<file path="src/hdl/led_regs_map.svh">
// register offsets, field positions and reset values of the led sink register group
`ifndef LED_REGS_MAP_SVH
`define LED_REGS_MAP_SVH

`define OFS_PROTECTION_STATUS 8'h02
`define OFS_DEVICE_IDENTITY   8'h03
`define OFS_SINK_CURRENT      8'h07
`define OFS_CONVERTER_SETUP   8'h08

`define RST_PROTECTION_STATUS 8'h00
`define RST_SINK_CURRENT      8'hff
`define RST_CONVERTER_SETUP   8'h1f

`define BIT_FAULT_SUMMARY     0
`define BIT_THERMAL_TRIP      1
`define BIT_INPUT_OVERCURRENT 2
`define BIT_BACKLIGHT_ON      3
`define BIT_ANY_CHANNEL_DOWN  4
`define BIT_MULTI_CHANNEL_DOWN 5
`define MSK_STATUS_RESERVED   8'hc0

`define BIT_PANEL_TYPE        7
`define PANEL_TYPE_VALUE      1'b1

`define BIT_SHORT_ENABLE      0
`define BIT_FREQ_SELECT       2
`define POS_DRIVE_LO          3
`define POS_DRIVE_HI          4

`define FREQ_FAST_KHZ         11'h4b0
`define FREQ_SLOW_KHZ         11'h258
`define SHORT_THRESHOLD_MV    13'h1d4c

`define CHANNEL_COUNT         6

`endif

</file>
<file path="src/hdl/led_regs_pkg.sv">
// types shared by the led sink register group
package led_regs_pkg;

  typedef logic [7:0] reg_byte_t;

  typedef enum logic [1:0] {
    DRIVE_QUARTER,
    DRIVE_HALF,
    DRIVE_THREE_QUARTER,
    DRIVE_FULL
  } drive_strength_t;

endpackage : led_regs_pkg

</file>
<file path="src/hdl/level_sync.sv">
// two flip-flop synchroniser for a group of asynchronous level inputs
`timescale 1ns/1ns
module level_sync #(
  parameter int WIDTH = 1
) (
  input  wire logic             clk,
  input  wire logic             reset,
  input  wire logic [WIDTH-1:0] async_in,
  output logic      [WIDTH-1:0] sync_out
);

  logic [WIDTH-1:0] meta_reg;

  // first stage is read only by the second stage
  always_ff @(posedge clk) begin
    if (reset) begin
      meta_reg <= '0;
      sync_out <= '0;
    end else begin
      meta_reg <= async_in;
      sync_out <= meta_reg;
    end
  end

endmodule : level_sync

</file>
<file path="src/hdl/led_sink_status_config_regs.sv">
// status, identity, sink current and converter setup registers of the led driver
`timescale 1ns/1ns
`include "led_regs_map.svh"

module led_sink_status_config_regs #(
  parameter logic [3:0] MAKER_CODE = 4'h5,  // value is arbitrary
  parameter logic [2:0] REV_CODE   = 3'h0   // value is arbitrary
) (
  input  wire logic                            clk,
  input  wire logic                            reset,
  input  wire logic [7:0]                      reg_addr,
  input  wire logic                            reg_wr,
  input  wire logic                            reg_rd,
  input  wire led_regs_pkg::reg_byte_t         reg_wdata,
  output led_regs_pkg::reg_byte_t              reg_rdata,
  output logic                                 reg_hit,
  input  wire logic                            thermal_trip_in,
  input  wire logic                            input_overcurrent_in,
  input  wire logic [`CHANNEL_COUNT-1:0]       channel_down_in,
  input  wire logic                            backlight_on_in,
  input  wire logic                            backlight_switch,
  output led_regs_pkg::reg_byte_t              dc_current_level,
  output led_regs_pkg::drive_strength_t        gate_drive_strength,
  output logic [6:0]                           drive_percent,
  output logic                                 boost_freq_select,
  output logic [10:0]                          switch_freq_khz,
  output logic                                 short_threshold_enable,
  output logic [12:0]                          short_threshold_mv
);
  import led_regs_pkg::*;

  function automatic logic two_or_more(input logic [`CHANNEL_COUNT-1:0] v);
    logic [2:0] cnt;
    cnt = 3'h0;
    for (int i = 0; i < `CHANNEL_COUNT; i++) begin
      cnt = cnt + {2'h0, v[i]};
    end
    return (cnt >= 3'h2);
  endfunction : two_or_more

  function automatic logic [6:0] drive_to_percent(input drive_strength_t d);
    case (d)
      DRIVE_QUARTER:       return 7'h19;
      DRIVE_HALF:          return 7'h32;
      DRIVE_THREE_QUARTER: return 7'h4b;
      DRIVE_FULL:          return 7'h64;
      default:             return 7'h19;
    endcase
  endfunction : drive_to_percent

  logic                      thermal_sync;
  logic                      overcurrent_sync;
  logic                      backlight_sync;
  logic [`CHANNEL_COUNT-1:0] down_sync;
  logic                      any_down;
  logic                      multi_down;
  logic                      fault_cause;
  logic                      fault_reg;
  logic                      fault_next;
  logic                      switch_prev_reg;
  logic                      switch_toggle;
  logic                      clear_by_write;
  logic                      fault_clear;
  reg_byte_t                 status_view;
  reg_byte_t                 identity_view;
  reg_byte_t                 level_reg;
  reg_byte_t                 setup_reg;
  reg_byte_t                 read_mux;
  logic                      addr_known;
  logic                      status_sel;
  logic                      level_sel;
  logic                      setup_sel;

  // detector inputs come from analog circuits on no clock
  level_sync #(.WIDTH(`CHANNEL_COUNT + 3)) detector_sync (
    .clk      (clk),
    .reset    (reset),
    .async_in ({channel_down_in, backlight_on_in, input_overcurrent_in, thermal_trip_in}),
    .sync_out ({down_sync, backlight_sync, overcurrent_sync, thermal_sync})
  );

  assign any_down    = |down_sync;
  assign multi_down  = two_or_more(down_sync);
  // backlight state is deliberately left out of the cause
  assign fault_cause = thermal_sync | overcurrent_sync | any_down | multi_down;

  assign status_sel = (reg_addr == `OFS_PROTECTION_STATUS);
  assign level_sel  = (reg_addr == `OFS_SINK_CURRENT);
  assign setup_sel  = (reg_addr == `OFS_CONVERTER_SETUP);
  assign addr_known = status_sel || level_sel || setup_sel ||
                      (reg_addr == `OFS_DEVICE_IDENTITY);

  // only bit 0 of the status register responds to a write
  assign clear_by_write = reg_wr && status_sel && !reg_wdata[`BIT_FAULT_SUMMARY];
  assign switch_toggle  = backlight_switch ^ switch_prev_reg;
  assign fault_clear    = clear_by_write || switch_toggle;

  // a live cause wins over a clear in the same cycle
  always_comb begin
    if (fault_cause) begin
      fault_next = 1'b1;
    end else if (fault_clear) begin
      fault_next = 1'b0;
    end else begin
      fault_next = fault_reg;
    end
  end

  always_ff @(posedge clk) begin
    if (reset) begin
      fault_reg <= 1'((`RST_PROTECTION_STATUS >> `BIT_FAULT_SUMMARY) & 8'h01);
    end else begin
      fault_reg <= fault_next;
    end
  end

  // the switch comes from the same clock; no synchroniser needed
  always_ff @(posedge clk) begin
    if (reset) begin
      switch_prev_reg <= 1'b0;
    end else begin
      switch_prev_reg <= backlight_switch;
    end
  end

  always_comb begin
    status_view                          = 8'h00;
    status_view[`BIT_FAULT_SUMMARY]      = fault_reg;
    status_view[`BIT_THERMAL_TRIP]       = thermal_sync;
    status_view[`BIT_INPUT_OVERCURRENT]  = overcurrent_sync;
    status_view[`BIT_BACKLIGHT_ON]       = backlight_sync;
    status_view[`BIT_ANY_CHANNEL_DOWN]   = any_down;
    status_view[`BIT_MULTI_CHANNEL_DOWN] = multi_down;
  end

  assign identity_view = {`PANEL_TYPE_VALUE, MAKER_CODE, REV_CODE};

  always_ff @(posedge clk) begin
    if (reset) begin
      level_reg <= `RST_SINK_CURRENT;
    end else if (reg_wr && level_sel) begin
      level_reg <= reg_wdata;
    end
  end

  always_ff @(posedge clk) begin
    if (reset) begin
      setup_reg <= `RST_CONVERTER_SETUP;
    end else if (reg_wr && setup_sel) begin
      setup_reg <= reg_wdata;
    end
  end

  always_comb begin
    case (1'b1)
      status_sel:                          read_mux = status_view;
      (reg_addr == `OFS_DEVICE_IDENTITY):  read_mux = identity_view;
      level_sel:                           read_mux = level_reg;
      setup_sel:                           read_mux = setup_reg;
      default:                             read_mux = 8'h00;
    endcase
  end

  // read data is captured at the edge that samples the read strobe, visible one cycle later
  always_ff @(posedge clk) begin
    if (reset) begin
      reg_rdata <= 8'h00;
      reg_hit   <= 1'b0;
    end else if (reg_rd) begin
      reg_rdata <= read_mux;
      reg_hit   <= addr_known;
    end
  end

  // the level drives the sink current linearly; new value acts at once
  assign dc_current_level       = level_reg;
  assign gate_drive_strength    = drive_strength_t'(setup_reg[`POS_DRIVE_HI:`POS_DRIVE_LO]);
  assign drive_percent          = drive_to_percent(gate_drive_strength);
  assign boost_freq_select      = setup_reg[`BIT_FREQ_SELECT];
  assign switch_freq_khz        = boost_freq_select ? `FREQ_SLOW_KHZ : `FREQ_FAST_KHZ;
  assign short_threshold_enable = setup_reg[`BIT_SHORT_ENABLE];
  // the host keeps string mismatch under the threshold before enabling
  assign short_threshold_mv     = short_threshold_enable ? `SHORT_THRESHOLD_MV : 13'h0000;
endmodule : led_sink_status_config_regs

</file>
<file path="config.mk">
export PLATFORM = sky130hd
export DESIGN_NAME = led_sink_status_config_regs
export DESIGN_NICKNAME = d
export VERILOG_FILES = /design/src/hdl/led_regs_pkg.sv /design/src/hdl/level_sync.sv /design/src/hdl/led_sink_status_config_regs.sv
export VERILOG_INCLUDE_DIRS = /design/src /design/src/hdl
export SDC_FILE = /design/constraint.sdc
export NUM_CORES = 1
export LEC_CHECK = 0
export BUFFER_PORTS_ARGS = -buffer_cell sky130_fd_sc_hd__buf_2
export CAP_MARGIN = 20
export CORE_UTILIZATION = 44
export DETAILED_ROUTE_END_ITERATION = 6
export PLACE_DENSITY = 0.79
export SETUP_SLACK_MARGIN = 0.15
export SYNTH_ARGS = -nofsm -noshare
export SYNTH_HDL_FRONTEND = slang
export SYNTH_SLANG_ARGS = --single-unit
</file>
<file path="constraint.sdc">
create_clock -name clk -period 2.5 [get_ports clk]
set_input_delay 0.625 -clock clk [delete_from_list [all_inputs] [get_ports clk]]
set_output_delay 0.625 -clock clk [all_outputs]
set_load 0.005 [all_outputs]
</file>
==> results of run 1 <==
[where the power goes]
group	leakage (uW)	internal [uW]	total (uW)	switching [uW]
clock	0.0000591	305	563	258
sequential	0.000368	734	742	7.84
combinational	0.000732	52.0	116	63.8
[per-stage QoR]
stage          instance area (um2)  hold WS, ps
2_1_floorplan                 2160          414
3_3_place_gp                  2370          420
3_5_place_dp                  2370          425
4_1_cts                       2480          446
5_1_grt                       2500          455
6_report                      2500          442
[kinds of logic after synthesis]
logic type	count (synthesis)
simple gates	87
other cells	2
fa+ha+maj	8
buf+inv	57
compound gates	41
flops	45
xor+xnor	1
[critical path, delay by kind of cell, from the launching register on]
kind / cells / cell delay [ps]
compound gates: 1 / 140
fa+ha+maj: 3 / 1430
buf+inv: 1 / 50
flops: 1 / 340
simple gates: 2 / 340
[worst max path at each step]
stage                              start   endpoint  cells past startpoint  slack [ps]
2_1_floorplan  detector_sync.sync_out[3]  fault_reg                      7         210
3_3_place_gp   detector_sync.sync_out[3]  fault_reg                      7         160
3_5_place_dp   detector_sync.sync_out[3]  fault_reg                      7         100
4_1_cts        detector_sync.sync_out[3]  fault_reg                      7          50
5_1_grt        detector_sync.sync_out[3]  fault_reg                      7          10
6_report       detector_sync.sync_out[3]  fault_reg                      7          60
[layout make-up]
type | count | area (um2) | area share [%]
inverters | 20 | 75.1 | 3.00
clock inverters | 3 | 47.5 | 1.90
multi-input cells | 148 | 953 | 38.1
flip-flops and latches | 45 | 902 | 36.1
well taps | 52 | 65.1 | 2.60
repair buffers | 75 | 388 | 15.5
clock buffers | 5 | 68.8 | 2.75
[layer usage]
metal / routed length (um) / vias to the layer above / GRT usage, %
met5: 0 / - / 0
met2: 1990 / 69 / 27.8
li1: - / 866 / -
met3: 254 / 11 / 4.36
met1: 1920 / 759 / 22.8
met4: 126 / 0 / 8.93
[cell usage in the layout, fill, tap and decap left out, drive strengths merged]
master  synthesis  routed
buf            28      75
dfxtp          45      45
nor2b          25      25
nand2          23      23
inv            20      22
nor2           15      15
a21oi          12      12
conb            2      11
a211o          10      10
nand3b          6       6
ha              5       5
clkbuf          9       5
nand2b          4       4
nor4            4       4
a22oi           3       3
a31oi           3       3
o22ai           3       3
fa              3       3
or2             2       2
nand3           2       2
o21ai           2       2
or4             2       2
o31ai           2       2
and4b           1       1
nor4b           1       1
and3            1       1
nor3            1       1
a311oi          1       1
xnor2           1       1
o311ai          1       1
a41oi           1       1
a32oi           1       1
o32ai           1       1
o211ai          1       1
bufinv          0       1
[what timing repair did]
action,4_1_cts,5_1_grt
pin swaps,0,1
setup endpoints to repair,2,2
resized for setup,0,3
setup buffers,0,1
==> run summary, run 1 <==
max cap viols = 0
WP data required = 2670 ps
area leader, netlist = dfxtp_1
count leader, synth = dfxtp_1
Root Driver = clkbuf_8
mux contribution to synthesized area = 0%
clock slew seen by the registers of the worst setup and hold paths = 90 ps
Worst Hold End = detector_sync.sync_out[3]
synthesized area per cell = 8.83 um2
async set-reset flop share out of synthesis = 0%
routed len/inst = 12.3 um
most frequent CP cell = fa_1
Final Setup Violations = 0
RD Place Congestion = 0.828
GRT Overall Usage = 17.7%
I/O pin cnt = 82
synthesized instance count = 241
Vias = 1705
Num CTS Buffers = 5
Syn. warnings = 0
PnR worst setup slack = 64.9 ps
RR Endpoint = fault_reg
post-synthesis adder-cell area fraction = 5.76%
Max VDD drop = 0.309 mV
initial antenna violation count = 0
number of global-route vias before repair = 1499
status = complete, no violations
CTS sink cnt = 45
post-synthesis simple-gate area fraction = 22.6%
worst hold start = detector_sync.meta_reg[3]
Pre-antenna DRT Iters = 4
Setup WS pre-CTS = 101 ps
Initial Utilization = 47.2%
Synth Area in XOR/XNOR = 0.412%
ys flop type = dfxtp_1
grt ovf = 0
Setup crit end kind = register
CORE AREA = 4500 um2
post-synthesis register bit count = 45
Detailed Place HPWL = 3.20 mm
Hold Path Depth = 1
Final min period = 2440 ps
Port Buffers = 70
htree depth = 2
final net count = 333
clk_lat worst skew = 300 ps
Post-Route Utilization = 55.5%
1st-iter DRT viols = 90
CP max FO = 2
WL final = 4.29 mm
hold-fix buffers at CTS = 0
share of the synthesized area in the top cell type = 42.4%
Placed Cells = 339
fmax = 411 MHz
post-synthesis cell type count = 36
max-slew violations = 0
Post-synth top cells = dfxtp_1 (45), buf_4 (26), nor2b_1 (25), nand2_1 (23), inv_1 (20)
Antenna Cells = 0
final setup TNS = 0 ps
area of the die = 5120 um2
layout cell share with drive strength beyond 1 = 31.4%
synthesis-to-layout area growth = 17.5%
Reg2Reg Setup Slack = 60 ps
Area contributors post-synth = dfxtp_1 (42%), buf_4 (9.2%), nor2b_1 (7.4%)
R2R Path Start = detector_sync.sync_out[3]
non-filler cells, final = 348
Final Hold Violating Endpoints = 0
skew final = 8.04 ps
Fillers = 411
CP max stage cell = fa_1
Static Leak = 0.00116 uW
register area share after synthesis = 42.4%
CP Cell Sequence = fa_1 > inv_1 > fa_1 > nor2b_2 > fa_1 > nor4_1 > a41oi_1
unrepaired setup endpoints after global routing = true
vias per inst = 4.90
PwrDens = 568 nW/um2
Die W = 71.5 um
compound-cell area share of the yosys netlist = 13.7%
DRC Markers = 0
Detail Route Antenna Nets = 0
pin count of the biggest net entering global routing = 29
main combinational cell family by area after synthesis = simple AND/OR/NAND/NOR gates
Tot Pwr = 1420 uW
chip height = 71.5 um
worst hold path type = register to register
Critical Path AT = 2600 ps
first-pass GRT wire length = 6.98 mm
EDFF count, synth = 0
Setup crit start kind = register
Clock Tree Buf Depth = 2
CTS tree = yes
CP max stage delay = 530 ps
Setup CP Type = register to register
r2r worst-path depth = 7
row count = 24
final worst path period share = 97.4%
mapped cell area = 2130 um2
(Power assumes the default switching activity.)
==> inputs of run 2 (changes only) <==
==> constraint.sdc (replaced) <==
create_clock -name clk -period 2.5 [get_ports clk]
set_input_delay 0.25 -clock clk [delete_from_list [all_inputs] [get_ports clk]]
set_output_delay 0.25 -clock clk [all_outputs]
set_load 0.005 [all_outputs]
==> run summary, run 2 (synthesis gave the netlist of run 1 again) <==
Clock Tree Buf Depth = 2
worst hold start = channel_down_in[2]
PwrDens = 569 nW/um2
1st-iter DRT viols = 121
first-pass GRT wire length = 7.06 mm
Fillers = 414
RR Endpoint = fault_reg
Reg2Reg Setup Slack = 70 ps
max cap viols = 0
Reg power frac = 52.2%
final setup TNS = 0 ps
most frequent CP cell = fa_1
design area = 2500 um2
RD Place Congestion = 0.814
clk_lat worst skew = 300 ps
skew final = 5.62 ps
most common cell after layout, fill and taps aside = buf_2
Antenna Cells = 0
row count = 24
initial antenna violation count = 0
Root Driver = clkbuf_8
Comb power frac = 8.1%
Int Pwr = 1090 uW
Initial Utilization = 47.2%
R2R Path Start = detector_sync.sync_out[3]
area of the die = 5120 um2
Net Sw Power = 332 uW
GRT met2 Usage = 29.7%
Post-Route Utilization = 55.5%
Hold Path Depth = 2
WL final = 4.34 mm
I/O pin cnt = 82
hold-fix buffers at CTS = 0
grt ovf = 0
max-slew violations = 0
Clock power frac = 39.8%
final worst path period share = 97.3%
Setup CP Type = register to register
relative slew slack = 65.0%
CP max stage cell = fa_1
worst hold path type = input port to register
Port Buffers = 70
GRT Overall Usage = 17.8%
Num CTS Buffers = 5
Setup WS pre-CTS = 104 ps
CP top delay family = adder cells
WP data required = 2670 ps
r2r worst-path depth = 7
Detail Route Antenna Nets = 0
vias per inst = 5.00
CORE AREA = 4500 um2
CP max stage delay = 530 ps
status = complete, no violations
layout cell share with drive strength beyond 1 = 31.9%
Final Hold Violating Endpoints = 0
CP bufs+invs = 1
CP Cell Sequence = fa_1 > inv_1 > fa_1 > nor2b_2 > fa_2 > nor4_2 > a41oi_1
CTS tree = yes
Max VDD drop = 0.416 mV
DRC Markers = 0
CP max FO = 2
Top Usage Layer GRT = met2
Critical Path AT = 2600 ps
Pre-antenna DRT Iters = 4
M1 GR Usage = 22.0%
Final min period = 2430 ps
Final Setup Violations = 0
synthesis-to-layout area growth = 17.6%
Static Leak = 0.00116 uW
Worst Hold End = detector_sync.meta_reg[5]
htree depth = 2
routed len/inst = 12.5 um
chip height = 71.5 um
Die W = 71.5 um
Placement Cell Area = 2370 um2
non-filler cells, final = 347
pin count of the biggest net entering global routing = 28
Placed Cells = 339
Setup crit end kind = register
met3 global-route usage = 4.78%
unrepaired setup endpoints after global routing = true
Slew @ Worst Pin = 520 ps
CTS sink cnt = 45
PnR worst setup slack = 68.6 ps
most frequent cells in the layout = buf_2 (70), dfxtp_1 (44), nor2b_1 (24)
clock slew seen by the registers of the worst setup and hold paths = 90 ps
Detailed Place HPWL = 3.20 mm
fmax = 411 MHz
final net count = 332
sw frac = 23.3%
Setup crit start kind = register
Vias = 1734
number of global-route vias before repair = 1585
## run 2: metrics by stage
step	total power, uW	hold WS [ps]
2_1_floorplan	835	374
3_3_place_gp	864	418
3_5_place_dp	869	424
4_1_cts	1430	145
5_1_grt	1480	136
6_report	1420	151
## run 2: power by group through the flow
stage / Combinational, uW / Clock [uW] / Sequential (uW)
after floorplan: 78.1 / 0 / 757
after global placement: 106 / 0 / 758
after detailed placement: 110 / 0 / 759
after CTS: 111 / 578 / 742
after global routing: 129 / 610 / 744
final: 115 / 565 / 742
## run 2: routing by layer
layer  wire [um]  share of wire, %
met1        1810                42
met3         297               6.8
met5           0                 0
met4          86               2.0
met2        2150                49
## run 2: worst max path at each step
stage | endpoint | start | cells after the start | slack (ps)
finish | fault_reg | detector_sync.sync_out[3] | 7 | 70
global route | reg_rdata[5] | detector_sync.sync_out[3] | 7 | 10
CTS | fault_reg | detector_sync.sync_out[3] | 7 | 70
detailed placement | fault_reg | detector_sync.sync_out[3] | 7 | 100
global placement | fault_reg | detector_sync.sync_out[3] | 7 | 160
floorplan | fault_reg | detector_sync.sync_out[3] | 7 | 210
## run 2: cell type report
type                       count  area [um2]  area share, %
multi-input combinational    148         962           38.5
sequential                    45         902           36.1
timing repair buffer          74         380           15.2
inverter                      20        75.1           3.00
clock buffer                   5        68.8           2.75
tap                           52        65.1           2.60
clock inverter                 3        47.5           1.90
## run 2: what timing repair did
action | in CTS | in global routing
buffers inserted | 0 | 0
setup endpoints to repair | 2 | 2
pin swaps | 0 | 1
gates resized for setup | 0 | 5
==> inputs of run 3 (changes only) <==
--- a/config.mk
+++ b/config.mk
@@ -11,7 +11,6 @@
 export CORE_UTILIZATION = 44
 export DETAILED_ROUTE_END_ITERATION = 6
 export PLACE_DENSITY = 0.79
-export SETUP_SLACK_MARGIN = 0.15
 export SYNTH_ARGS = -nofsm -noshare
 export SYNTH_HDL_FRONTEND = slang
 export SYNTH_SLANG_ARGS = --single-unit
==> run summary, run 3 (synthesis gave the netlist of run 1 again) <==
status = complete, no violations
htree depth = 2
Detailed Place HPWL = 3.13 mm
relative slew slack = 66.2%
CORE AREA = 4500 um2
DRC Markers = 0
GRT Overall Usage = 16.5%
Final Setup Violations = 0
Clock power frac = 35.9%
pin count of the biggest net entering global routing = 28
synthesis-to-layout area growth = 16.3%
Setup WS pre-CTS = -39.5 ps
Initial Utilization = 47.2%
CP max stage cell = fa_1
Root Driver = clkbuf_8
area of the die = 5120 um2
I/O pin cnt = 82
Static Leak = 0.00115 uW
CP bufs+invs = 1
Num CTS Buffers = 5
Critical Path AT = 2580 ps
most frequent CP cell = fa_1
Clock Tree Buf Depth = 2
row count = 24
Port Buffers = 70
CTS tree = yes
first-pass GRT wire length = 6.64 mm
RD Place Congestion = 0.812
skew final = 3.90 ps
max-slew violations = 0
unrepaired setup endpoints after global routing = true
routed len/inst = 11.6 um
Setup crit end kind = register
Int Pwr = 994 uW
Die W = 71.5 um
final net count = 333
Pre-antenna DRT Iters = 4
number of global-route vias before repair = 1466
chip height = 71.5 um
CP max stage delay = 520 ps
CP Cell Sequence = fa_1 > inv_1 > fa_1 > nor2b_1 > fa_1 > nor4_1 > a41oi_1
CP max FO = 2
DR WL met3 = 188 um
Reg power frac = 55.9%
layout cell share with drive strength beyond 1 = 30.7%
WL final = 4.05 mm
PwrDens = 537 nW/um2
Fillers = 427
Slew @ Worst Pin = 502 ps
Antenna Cells = 0
1st-iter DRT viols = 78
sw frac = 25.1%
PnR worst setup slack = 74.3 ps
most frequent cells in the layout = buf_2 (70), dfxtp_1 (44), nor2b_1 (25)
Detail Route Antenna Nets = 0
Placement Cell Area = 2370 um2
Max VDD drop = 0.381 mV
clk_lat worst skew = 300 ps
Placed Cells = 340
most common cell after layout, fill and taps aside = buf_2
worst hold path type = input port to register
initial antenna violation count = 0
number of post-CTS setup repair buffers = 0
met2 wire len = 1.90 mm
Net Sw Power = 334 uW
Final Hold Violating Endpoints = 0
highest metal used = met4
Post-Route Utilization = 54.9%
Vias = 1694
Final min period = 2430 ps
grt ovf = 0
CP top delay family = adder cells
Setup CP Type = register to register
design area = 2470 um2
non-filler cells, final = 348
fmax = 412 MHz
hold-fix buffers at CTS = 0
Comb power frac = 8.2%
wl on met1 = 1.88 mm
CTS sink cnt = 45
max cap viols = 0
vias per inst = 4.87
final worst path period share = 97.0%
clock slew seen by the registers of the worst setup and hold paths = 90 ps
Setup crit start kind = register
WP data required = 2650 ps
Min Hold Slack = 155 ps
[run 3: changes by cell type in the layout (fill, tap and decap cells not counted)]
cell       change
inv_8          +1
nor2b_1        +1
fa_2           -1
nor4_2         -1
nor3_1         +1
buf_4          +1
fa_1           +1
bufinv_16      -1
nor2b_2        -1
nor3_2         -1
nor4_1         +1
[run 3: metrics by stage]
| stage | TNS (ps) | total power, uW |
|---|---|---|
| 2_1_floorplan | 0 | 835 |
| 3_3_place_gp | 0 | 865 |
| 3_5_place_dp | -39.5 | 869 |
| 4_1_cts | 0 | 1340 |
| 5_1_grt | -76.1 | 1380 |
| 6_report | 0 | 1330 |
[run 3: worst register-to-register path: cells and delay by family (launching register included)]
family | cells | cell delay, ps
and+or+nand+nor | 2 | 330
buffers and inverters | 1 | 50
DFF | 1 | 340
AOI/OAI and AO/OA | 1 | 160
adders and majority gates | 3 | 1400
[run 3: final timing paths]
check | start | endpoint | slack, ps | depth (start not counted)
worst min register to register | detector_sync.meta_reg[1] | detector_sync.sync_out[1] | 440 | 1
worst max register to register | detector_sync.sync_out[3] | fault_reg | 70 | 7
worst max-delay path | detector_sync.sync_out[3] | fault_reg | 70 | 7
worst min-delay path | thermal_trip_in | detector_sync.meta_reg[0] | 150 | 2
[run 3: layer usage]
layer	track usage, %	vias to the layer above
met5	0	-
met4	8.06	0
met3	2.67	7
met2	27.4	61
met1	21.1	755
li1	-	871
[run 3: final cells by class]
| cell class | count | area (um2) | share of cell area (%) |
|---|---|---|---|
| clock buffers | 5 | 68.8 | 2.78 |
| clock inverters | 3 | 28.8 | 1.16 |
| inverters | 20 | 75.1 | 3.03 |
| multi-input cells | 148 | 946 | 38.2 |
| flip-flops and latches | 45 | 902 | 36.5 |
| well taps | 52 | 65.1 | 2.63 |
| repair buffers | 75 | 388 | 15.7 |
[run 3: timing repair]
action,CTS,global route
gates resized for setup,0,1
pin swaps,1,0
endpoints found under the setup margin,1,1
[run 3: power groups by stage]
stage	registers, uW	clock network [uW]	logic [uW]
final	742	477	109
after global routing	744	513	126
after CTS	742	490	110
after detailed placement	759	0	110
after global placement	758	0	107
after floorplan	757	0	78.3
